--- config.mk ---
export PLATFORM = sky130hd
export DESIGN_NAME = batt_mode_ctrl
export DESIGN_NICKNAME = d
export VERILOG_FILES = /design/src/pkg/batt_ctrl_pkg.sv /design/src/design/status_blinker.sv /design/src/design/batt_mode_ctrl.sv
export VERILOG_INCLUDE_DIRS = /design/src /design/src/pkg
export SDC_FILE = /design/constraint.sdc
export NUM_CORES = 1
export LEC_CHECK = 0
export BUFFER_PORTS_ARGS = -buffer_cell sky130_fd_sc_hd__buf_4
export CORE_MARGIN = 3
export CORE_UTILIZATION = 48
export DETAILED_ROUTE_END_ITERATION = 8
export HOLD_SLACK_MARGIN = 0.12
export PLACE_DENSITY = 0.75
export SYNTH_ARGS = -nofsm -noshare
export SYNTH_HDL_FRONTEND = slang
export SYNTH_SLANG_ARGS = --single-unit
--- constraint.sdc ---
create_clock -name ref_clk -period 1.6 [get_ports ref_clk]
set_clock_uncertainty 0.15 [all_clocks]
set_input_delay 0.08 -clock ref_clk [delete_from_list [all_inputs] [get_ports ref_clk]]
set_output_delay 0.08 -clock ref_clk [all_outputs]
set_load 0.01 [all_outputs]
--- src/pkg/batt_ctrl_params.svh ---
`ifndef BATT_CTRL_PARAMS_SVH
`define BATT_CTRL_PARAMS_SVH
// Register offsets (word addresses on the plain register port)
`define OFS_SYS_STATE    8'h00
`define OFS_IRQ_STATUS   8'h01
`define OFS_IRQ_MASK     8'h02
`define OFS_BATT_INPUTS  8'h03
// Control register field positions
`define FLD_CAL_ACTIVE   0
`define FLD_CAL_BAT1     1
`define FLD_CAL_BAT2     2
`define FLD_CHG_BLOCK    3
`define FLD_CAL_REQ      4
`define FLD_MODE_LO      5
// Interrupt status field positions
`define IRQ_CAL_END      0
`define IRQ_CAL_HANDOFF  1
`define IRQ_MODE_CHG     2
`define IRQ_CHG_START    3
// Reset values
`define RST_SYS_STATE    8'h00
`define RST_IRQ_MASK     4'h0
// Timing, 40 MHz reference clock, 25 ns period
`define CLK_PERIOD_NS    25
`define DROPOUT_ON_NS    200
`define DROPOUT_PER_NS   40000
// Least time rounds up, longest rounds down
`define DROPOUT_ON_CYC   ((`DROPOUT_ON_NS + `CLK_PERIOD_NS - 1) / `CLK_PERIOD_NS)
`define DROPOUT_PER_CYC  (`DROPOUT_PER_NS / `CLK_PERIOD_NS)
`endif

--- src/pkg/batt_ctrl_pkg.sv ---
package batt_ctrl_pkg;
    // Operating mode decoded from strap and host-bus supply
    typedef enum logic [3:0] {
        MODE_STANDALONE = 4'b0001,
        MODE_INHIBIT    = 4'b0010,
        MODE_NO_HOST    = 4'b0100,
        MODE_HOST       = 4'b1000
    } op_mode_t;
    // Calibration sequencer states
    typedef enum logic [2:0] {
        CAL_IDLE   = 3'b001,
        CAL_RUN    = 3'b010,
        CAL_CHARGE = 3'b100
    } cal_state_t;
    typedef logic [7:0] reg_addr_t;
    typedef logic [7:0] reg_data_t;
endpackage

--- src/design/status_blinker.sv ---
// One standalone status indicator: low while charging, high when adapter or battery absent,
// toggling on each blink tick once charge has completed.
module status_blinker (
    input  wire logic ref_clk,      // System clock
    input  wire logic rst_b,        // Synchronous reset, active low
    input  wire logic adapter_ok,   // Adapter present
    input  wire logic batt_ok,      // Battery present
    input  wire logic charging,     // Battery being charged
    input  wire logic blink_tick,   // One-cycle pulse per blink edge
    output logic      status_out    // Indicator level
);
    logic blink_ff; // Blink phase

    // Blink phase toggles on each sampled rising edge of the rate input
    always_ff @(posedge ref_clk) begin
        if (!rst_b) begin
            blink_ff <= 1'b1;
        end else if (blink_tick) begin
            blink_ff <= ~blink_ff;
        end
    end

    // Indicator level from charge state
    always_ff @(posedge ref_clk) begin
        if (!rst_b) begin
            status_out <= 1'b1;
        end else if (!adapter_ok || !batt_ok) begin
            status_out <= 1'b1;
        end else if (charging) begin
            status_out <= 1'b0;
        end else begin
            status_out <= blink_ff;
        end
    end
endmodule

--- src/design/batt_mode_ctrl.sv ---
// Operation
// - Clear calibration on removal, fault, alarm, write
// - Removed calibrated battery hands over to other
// - Start charge after calibration discharge ends
// - Discharge while calibrating; freeze cached request
// - Standalone mode repurposes host bus pins
// - Status low charging, high absent, blinking done
// - Clock pin sets blink rate; high stops
// - Strap low, supply high: inhibit charging
// - Inhibit reads as charge-block bit one
// - Strap high, supply low: ignore host pins
// - Strap high, supply high: host mode, charge
// - Dropout forces bottom switch 200ns per 40us
// - Overvoltage holds top switch off
// - Charger disabled holds mux switches off
// - Controlled charge needs minimum voltage; wake-up exempt
`include "batt_ctrl_params.svh"
module batt_mode_ctrl (
    input  wire logic                  ref_clk,           // 40 MHz clock
    input  wire logic                  rst_b,             // Sync reset, active low
    input  wire batt_ctrl_pkg::reg_addr_t reg_addr,       // Register address
    input  wire batt_ctrl_pkg::reg_data_t reg_wdata,      // Write data
    input  wire logic                  reg_wr,            // Write strobe
    input  wire logic                  reg_rd,            // Read strobe
    output batt_ctrl_pkg::reg_data_t   reg_rdata,         // Read data, cycle after
    output logic                       irq,               // Level interrupt
    input  wire logic                  mode_strap,        // Strap: 1 local supply, 0 ground
    input  wire logic                  host_bus_supply_sense, // Host supply high
    input  wire logic                  adapter_present,   // Adapter present
    input  wire logic [1:0]            batt_present,      // Battery presence
    input  wire logic [1:0]            cond_request,      // Conditioning request
    input  wire logic [1:0]            stop_discharge_alarm, // Battery alarm
    input  wire logic [1:0]            fully_discharged,  // Battery alarm
    input  wire logic                  supply_fault,      // Power not good
    input  wire logic [1:0]            above_min_charge_voltage, // Above min_charge_voltage
    input  wire logic [1:0]            charge_want,       // Charger algorithm asks
    input  wire logic                  wakeup_charge,     // Wake-up charging
    input  wire logic                  dropout_detect,    // Top switch stuck on
    input  wire logic                  over_voltage,      // Output overshoot
    input  wire logic                  top_req,           // Loop requests top on
    input  wire logic                  scl_in,            // Host clock pin in
    input  wire logic                  sda_in,            // Host data pin in
    output logic                       sda_out,           // Data pin drive level
    output logic                       sda_oe,            // Data pin drive enable
    output logic                       alert_out,         // Alert pin drive level
    output logic                       alert_oe,          // Alert pin drive enable
    input  wire logic                  host_alert,        // Normal alert request
    output logic                       host_bus_en,       // Host pins carry traffic
    output logic [1:0]                 discharge_sel,     // Battery discharging
    output logic [1:0]                 mux_on,            // Charge mux switch enable
    output logic                       charger_en,        // Charger running
    output logic                       top_gate,          // Top switch drive
    output logic                       bot_gate,          // Bottom switch drive
    output logic                       charge_start       // Charge cycle attempt pulse
);
    import batt_ctrl_pkg::*;

    // Synchronisers, two flops each
    logic [8:0] sync1_ff;   // First stage
    logic [8:0] sync2_ff;   // Second stage
    logic       scl_d_ff;   // Previous synced blink input
    logic       strap_s, hsup_s, ac_s, fault_s, scl_s;
    logic [1:0] pres_s;
    logic [1:0] req_s;

    // Control state
    op_mode_t   mode_ff, nxt_mode;   // Decoded mode
    cal_state_t cal_ff;              // Calibration sequencer
    logic [1:0] cal_sel_ff;          // Battery under calibration
    logic [1:0] host_pick_ff;        // Host choice of battery
    logic [1:0] req_cache_ff;        // Cached conditioning request
    logic [3:0] irq_stat_ff;         // Sticky events
    logic [3:0] irq_mask_ff;         // Event mask
    logic [3:0] irq_evt;             // Events this cycle
    logic       cal_end, handoff;    // Calibration end and handover
    logic       cal_wr_set, cal_wr_clr;
    logic       chg_ok;              // Charging allowed by mode
    logic [15:0] drop_cnt_ff;        // Dropout interval counter
    logic        drop_fire;          // Bottom switch refresh window
    logic [1:0]  stat_b;             // Standalone indicator levels

    // Register write decode, used for several registers
    function automatic logic hit(input reg_addr_t a, input reg_addr_t ofs);
        hit = (a == ofs);
    endfunction

    // Two-flop synchronisers for strap, host supply, adapter, fault, presence, request and clock pin inputs
    always_ff @(posedge ref_clk) begin
        if (!rst_b) begin
            // Clock pin bit starts at its idle high, so no false blink edge
            sync1_ff <= 9'h100;
            sync2_ff <= 9'h100;
        end else begin
            sync1_ff <= {scl_in, cond_request, batt_present, supply_fault,
                         adapter_present, host_bus_supply_sense, mode_strap};
            sync2_ff <= sync1_ff;
        end
    end
    assign strap_s = sync2_ff[0];
    assign hsup_s  = sync2_ff[1];
    assign ac_s    = sync2_ff[2];
    assign fault_s = sync2_ff[3];
    assign pres_s  = sync2_ff[5:4];
    assign req_s   = sync2_ff[7:6];
    assign scl_s   = sync2_ff[8];

    // Mode decode from strap and host-bus supply
    always_comb begin
        case ({strap_s, hsup_s})
            2'b00:   nxt_mode = MODE_STANDALONE;
            2'b01:   nxt_mode = MODE_INHIBIT;
            2'b10:   nxt_mode = MODE_NO_HOST;
            default: nxt_mode = MODE_HOST;
        endcase
    end
    always_ff @(posedge ref_clk) begin
        if (!rst_b) begin
            mode_ff <= MODE_HOST;
        end else begin
            mode_ff <= nxt_mode;
        end
    end
    assign chg_ok = (mode_ff != MODE_INHIBIT);

    // Pin function per mode
    always_comb begin
        host_bus_en = 1'b0;
        sda_out     = 1'b0;
        sda_oe      = 1'b0;
        alert_out   = 1'b0;
        alert_oe    = 1'b0;
        case (mode_ff)
            MODE_STANDALONE: begin
                sda_out   = stat_b[1];
                sda_oe    = 1'b1;
                alert_out = stat_b[0];
                alert_oe  = 1'b1;
            end
            MODE_NO_HOST: begin
                alert_oe  = host_alert;
            end
            MODE_INHIBIT, MODE_HOST: begin
                host_bus_en = 1'b1;
                alert_oe    = host_alert;
            end
            default: begin
                host_bus_en = 1'b0;
            end
        endcase
    end

    // Blink ticks from synchronised clock pin edges
    always_ff @(posedge ref_clk) begin
        if (!rst_b) begin
            scl_d_ff <= 1'b1;
        end else begin
            scl_d_ff <= scl_s;
        end
    end

    // Indicators, one per battery
    genvar gi;
    generate
        for (gi = 0; gi < 2; gi++) begin : g_stat
            status_blinker u_blink (
                .ref_clk    (ref_clk),
                .rst_b      (rst_b),
                .adapter_ok (ac_s),
                .batt_ok    (pres_s[gi]),
                .charging   (mux_on[gi]),
                .blink_tick (scl_s & ~scl_d_ff),
                .status_out (stat_b[gi])
            );
        end
    endgenerate

    // Conditioning request cache, frozen while calibrating
    always_ff @(posedge ref_clk) begin
        if (!rst_b) begin
            req_cache_ff <= 2'b00;
        end else if (cal_ff != CAL_RUN) begin
            req_cache_ff <= req_s;
        end
    end

    // Software calibration writes
    assign cal_wr_set = reg_wr && hit(reg_addr, `OFS_SYS_STATE) && reg_wdata[`FLD_CAL_ACTIVE];
    assign cal_wr_clr = reg_wr && hit(reg_addr, `OFS_SYS_STATE) && !reg_wdata[`FLD_CAL_ACTIVE];

    // Host choice of battery, locked during calibration
    always_ff @(posedge ref_clk) begin
        if (!rst_b) begin
            host_pick_ff <= 2'b00;
        end else if (reg_wr && hit(reg_addr, `OFS_SYS_STATE) && cal_ff != CAL_RUN) begin
            host_pick_ff <= reg_wdata[`FLD_CAL_BAT2:`FLD_CAL_BAT1];
        end
    end

    // End conditions for the battery under calibration
    assign cal_end = (cal_ff == CAL_RUN) &&
                     (!ac_s || fault_s || cal_wr_clr ||
                      |(cal_sel_ff & ~pres_s) ||
                      |(cal_sel_ff & (stop_discharge_alarm | fully_discharged)));
    assign handoff = cal_end && ac_s && !fault_s && !cal_wr_clr &&
                     |(cal_sel_ff & ~pres_s) &&
                     |(~cal_sel_ff & req_cache_ff & pres_s);

    // Calibration sequencer
    always_ff @(posedge ref_clk) begin
        if (!rst_b) begin
            cal_ff     <= CAL_IDLE;
            cal_sel_ff <= 2'b00;
        end else begin
            case (cal_ff)
                CAL_IDLE: begin
                    if (cal_wr_set && ac_s && |req_cache_ff) begin
                        cal_ff <= CAL_RUN;
                        if (host_pick_ff != 2'b00) begin
                            cal_sel_ff <= host_pick_ff & req_cache_ff;
                        end else if (req_cache_ff[0]) begin
                            cal_sel_ff <= 2'b01;
                        end else begin
                            cal_sel_ff <= 2'b10;
                        end
                    end
                end
                CAL_RUN: begin
                    if (handoff) begin
                        cal_sel_ff <= ~cal_sel_ff;
                    end else if (cal_end) begin
                        cal_ff     <= CAL_CHARGE;
                        cal_sel_ff <= 2'b00;
                    end
                end
                CAL_CHARGE: begin
                    cal_ff <= CAL_IDLE;
                end
                default: begin
                    cal_ff <= CAL_IDLE;
                end
            endcase
        end
    end
    assign discharge_sel = (cal_ff == CAL_RUN) ? cal_sel_ff : 2'b00;
    assign charge_start  = (cal_ff == CAL_CHARGE);

    // Charge gating
    always_ff @(posedge ref_clk) begin
        if (!rst_b) begin
            charger_en <= 1'b0;
        end else begin
            charger_en <= chg_ok && ac_s && !fault_s && (cal_ff != CAL_RUN) && |charge_want;
        end
    end
    always_ff @(posedge ref_clk) begin
        if (!rst_b) begin
            mux_on <= 2'b00;
        end else if (!charger_en) begin
            mux_on <= 2'b00;
        end else begin
            mux_on <= charge_want & pres_s &
                      (wakeup_charge ? 2'b11 : above_min_charge_voltage);
        end
    end

    // Dropout refresh timer
    always_ff @(posedge ref_clk) begin
        if (!rst_b || !dropout_detect) begin
            drop_cnt_ff <= 16'h0000;
        end else if (drop_cnt_ff == 16'(`DROPOUT_PER_CYC - 1)) begin
            drop_cnt_ff <= 16'h0000;
        end else begin
            drop_cnt_ff <= drop_cnt_ff + 16'h0001;
        end
    end
    assign drop_fire = dropout_detect && (drop_cnt_ff >= 16'(`DROPOUT_PER_CYC - `DROPOUT_ON_CYC));
    always_ff @(posedge ref_clk) begin
        if (!rst_b) begin
            top_gate <= 1'b0;
            bot_gate <= 1'b0;
        end else begin
            top_gate <= charger_en && top_req && !over_voltage && !drop_fire;
            bot_gate <= charger_en && (!top_req || drop_fire) && !over_voltage;
        end
    end

    // Interrupt events, sticky with write-one-to-clear; set beats clear
    assign irq_evt = {charge_start, (nxt_mode != mode_ff), handoff, cal_end};
    always_ff @(posedge ref_clk) begin
        if (!rst_b) begin
            irq_stat_ff <= 4'h0;
        end else if (reg_wr && hit(reg_addr, `OFS_IRQ_STATUS)) begin
            irq_stat_ff <= (irq_stat_ff & ~reg_wdata[3:0]) | irq_evt;
        end else begin
            irq_stat_ff <= irq_stat_ff | irq_evt;
        end
    end
    always_ff @(posedge ref_clk) begin
        if (!rst_b) begin
            irq_mask_ff <= `RST_IRQ_MASK;
        end else if (reg_wr && hit(reg_addr, `OFS_IRQ_MASK)) begin
            irq_mask_ff <= reg_wdata[3:0];
        end
    end
    assign irq = |(irq_stat_ff & irq_mask_ff);

    // Read data, registered one cycle after the strobe
    always_ff @(posedge ref_clk) begin
        if (!rst_b) begin
            reg_rdata <= `RST_SYS_STATE;
        end else if (reg_rd) begin
            case (reg_addr)
                `OFS_SYS_STATE:   reg_rdata <= {mode_ff[2:0], req_cache_ff[0] | req_cache_ff[1],
                                                !chg_ok, cal_sel_ff | host_pick_ff,
                                                cal_ff == CAL_RUN};
                `OFS_IRQ_STATUS:  reg_rdata <= {4'h0, irq_stat_ff};
                `OFS_IRQ_MASK:    reg_rdata <= {4'h0, irq_mask_ff};
                `OFS_BATT_INPUTS: reg_rdata <= {2'b00, req_cache_ff, pres_s, fault_s, ac_s};
                default:          reg_rdata <= 8'h00;
            endcase
        end else begin
            reg_rdata <= 8'h00;
        end
    end
endmodule

==> flow_metrics.env <==
export IMPL_status="finished with violations"
export IMPL_violations="hold timing, setup timing"
export IMPL_num_rows=28
export IMPL_drcViolationCount=0
export IMPL_slew_viol_final=0
export IMPL_clock_latency_ps=360
export IMPL_dp_hpwl_um=5140
export IMPL_hold_violations=4
export IMPL_worst_setup_path_end_kind="primary output"
export IMPL_critPathArrivalTime_ps=1520
export IMPL_syn_inst=323
export IMPL_whs_path_depth=2
export IMPL_grt_setup_unrepaired="true"
export IMPL_min_period_ps=1750
export IMPL_grt_max_degree=23
export IMPL_rrSetupSlack_ps=-110
export IMPL_htreeDepth=3
export IMPL_wl_per_cell_um=16.2
export IMPL_grt_usage_pct=23.3
export IMPL_pin_count=65
export IMPL_cts_buffer_depth=2
export IMPL_finalWirelength_um=8820
export IMPL_hp_class="in -> reg"
export IMPL_worst_pin_slew_ps=486
export IMPL_p_leak_nw=1.93
export IMPL_core_um2=5990
export IMPL_rr_startpoint="sync2_ff[5]"
export IMPL_relSlewSlack_pct=67.6
export IMPL_root_buffer="clkbuf_8"
export IMPL_drt_iter0_drc=302
export IMPL_avgSynthCellArea_um2=9.33
export IMPL_wl_met3_um=674
export IMPL_met1_length_um=3610
export IMPL_dieArea_um2=7270
export IMPL_worst_hold_slack_ps=-141
export IMPL_grt_pass1_vias=2883
export IMPL_insertedDiodeCount=0
export IMPL_drive_gt1_share_pct=38.3
export IMPL_p_int_mw=2.80
export IMPL_fillCellCount=374
export IMPL_io_buffers=59
export IMPL_cts_clk_slew_worst_paths_ps=80
export IMPL_clkPwrFrac_pct=39.4
export IMPL_met2_length_um=4190
export IMPL_antenna_found_initial=0
export IMPL_peakVddDrop_mv=0.697
export IMPL_final_area_um2=4740
export IMPL_die_width_um=85.2
export IMPL_dr_pass1_iters=4
export IMPL_switchingPower_mw=0.914
export IMPL_highest_layer="met4"
export IMPL_path_class="reg -> out"
export IMPL_crit_chain="buf_6 > nor4_4 > buf_4 > and2_4 > buf_6"
export IMPL_pwr_share_comb_pct=10.1
export IMPL_place_area_um2=3730
export IMPL_numCtsBuffers=9
export IMPL_regArea_um2=1500
export IMPL_worst_setup_path_start_kind="flip-flop"
export IMPL_rr_worst_depth=4
export IMPL_cp_slowest_cell="dfxtp_2"
export IMPL_powerDensity_nw_per_um2=783
export IMPL_grt_pass1_wl_um=13300
export IMPL_fin_nets=510
export IMPL_grt_ovfl_total=0
export IMPL_reg2reg_to="cal_sel_ff[0]"
export IMPL_stdcell_count=545
export IMPL_setup_viol=12
export IMPL_p_sw_share_pct=24.6
export IMPL_synth_area_leaders="dfxtp_1, nor2_1, nand2_1, and2_1, a21boi_0"
export IMPL_ys_flop_type="dfxtp_1"
export IMPL_synth_nets=368
export IMPL_clock_sinks=73
export IMPL_netlist_area_um2=3010
export IMPL_worstHoldStart="reg_addr[1]"
export IMPL_synth_top_cell_by_area="dfxtp_1"
export IMPL_routabilityCongestion=0.831
export IMPL_hold_end="reg_rdata[7]"
export IMPL_crit_path_frequent_cell="buf_6"
export IMPL_yosysTopAreaCellShare_pct=48.5
export IMPL_clock_fmax_ghz=0.572
export IMPL_start_util_pct=50.3
export IMPL_cts_tree="done"
export IMPL_ys_seq_area_share_pct=48.5
export IMPL_multiInputGateArea_um2=1660
export IMPL_area_growth_pct=57.2
export IMPL_die_y_um=85.2
export IMPL_ys_warn_count=0
export IMPL_ys_seq_elements=73
export IMPL_max_stage_delay_ps=340
export IMPL_max_cap_violations=0
export IMPL_postSynth_asyncResetShare_pct=0
export IMPL_required_ps=1370
export IMPL_synth_edf_count=0
export IMPL_critPathMaxFanout=3
export IMPL_ant_nets=0
export IMPL_finalCritPeriodShare_pct=109
export IMPL_placed_cells=473
export IMPL_via_per_inst=5.37
export IMPL_worst_slack_ps=-148
export IMPL_synth_cell_types=53
export IMPL_p_seq_share_pct=50.5
export IMPL_routed_via_count=2929
worst max path at each step:
stage / from / end / slack [ps] / cells past startpoint
global placement: sync2_ff[5] / cal_sel_ff[0] / -60 / 4
finish: mode_ff[2] / sda_out / -150 / 5
detailed placement: sync2_ff[5] / cal_sel_ff[0] / -90 / 4
global route: mode_ff[3] / alert_oe / -210 / 6
floorplan: cal_ff[2] / cal_ff[2] / -30 / 6
CTS: mode_ff[2] / sda_out / -130 / 5
sequential cells by signal, indices dropped and copies added (netlist names), 2 cells and up:
signal	cells
sync1_ff	9
drop_cnt_ff	16
mode_ff	4
reg_rdata	8
host_pick_ff	2
irq_mask_ff	4
g_stat.u_blink.status_out	2
mux_on	2
cal_ff	3
cal_sel_ff	2
req_cache_ff	2
sync2_ff	9
irq_stat_ff	4
g_stat.u_blink.blink_ff	2
routing by layer:
| layer | vias to the layer above | GRT usage (%) |
|---|---|---|
| li1 | 1404 | - |
| met2 | 127 | 37.1 |
| met1 | 1371 | 28.4 |
| met4 | 0 | 13.1 |
| met3 | 27 | 6.31 |
| met5 | - | 0 |
final cells by class:
class	instances	share of cell area (%)
well taps	75	1.98
clock buffers	10	2.69
repair buffers	144	26.5
clock inverters	6	1.45
flip-flops and latches	73	31.6
inverters	8	0.634
multi-input cells	229	35.1
worst max-delay path, delay by kind of cell, from the launching register on:
family                 cells  cell delay [ps]
buffers and inverters      3              400
flip-flops                 1              340
AND/OR/NAND/NOR            2              410
cells by family (layout without fill, tap and decap cells):
family                   Yosys count  count (layout)  share of synthesized area, %
AO/OA/AOI/OAI                     59              59                          14.4
XOR/XNOR                          18              18                          5.23
adder cells (fa/ha/maj)            2               2                         0.830
buffers and inverters             21             168                          3.07
flip-flops                        73              73                          48.5
multiplexers                       4               4                          2.28
AND/OR/NAND/NOR                  146             146                          25.7
what timing repair did:
item | 4_1_cts | 5_1_grt
hold buffers | 44 | 1
setup buffers | 5 | 8
pin swaps | 11 | 14
endpoints found under the setup margin | 14 | 47
gates resized for setup | 25 | 54
endpoints found under the hold margin | 65 | 8
cell usage after synthesis (all sizes together), types with 4 or more instances:
master / number
a21oi: 6
nor3b: 4
a21boi: 13
inv: 8
clkbuf: 8
a211oi: 5
nor4: 5
o21ai: 14
and2: 20
nor3: 9
xor2: 10
nand3: 10
nand2b: 7
dfxtp: 73
xnor2: 8
o21a: 4
buf: 5
and3: 5
nand2: 34
nor2: 35
placed cells by master (no fill, tap or decap), types with 5 or more instances in the layout:
cell | Yosys | final
buf_4 | 3 | 84
dfxtp_1 | 73 | 53
dlygate4sd3_1 | 0 | 42
nand2_1 | 34 | 33
nor2_1 | 35 | 31
and2_1 | 20 | 16
buf_6 | 0 | 16
dfxtp_2 | 0 | 15
a21boi_0 | 13 | 12
xor2_1 | 10 | 10
clkbuf_8 | 0 | 9
o21ai_0 | 12 | 8
nor3_1 | 9 | 8
inv_1 | 8 | 7
nand2b_1 | 7 | 7
xnor2_1 | 8 | 7
nand3_1 | 9 | 6
a21oi_1 | 6 | 5
dfxtp_4 | 0 | 5
stage by stage:
stage | worst slack [ps] | utilization [%] | TNS [ps] | total power [mW]
2_1_floorplan | -30.6 | - | -60.2 | 2.03
3_3_place_gp | -57.9 | 62.3 | -130 | 2.17
3_5_place_dp | -91.6 | 62.3 | -310 | 2.17
4_1_cts | -128 | 75.2 | -809 | 3.69
5_1_grt | -205 | 79.1 | -2120 | 3.85
6_report | -148 | 79.1 | -776 | 3.71
power by group through the flow:
stage	registers (mW)	clock network [mW]	logic [mW]
4_1_cts	1.87	1.47	0.349
3_5_place_dp	1.91	0	0.259
5_1_grt	1.88	1.57	0.403
2_1_floorplan	1.91	0	0.115
6_report	1.87	1.46	0.375
3_3_place_gp	1.91	0	0.253
No activity file was read; power rests on OpenSTA's default activity.
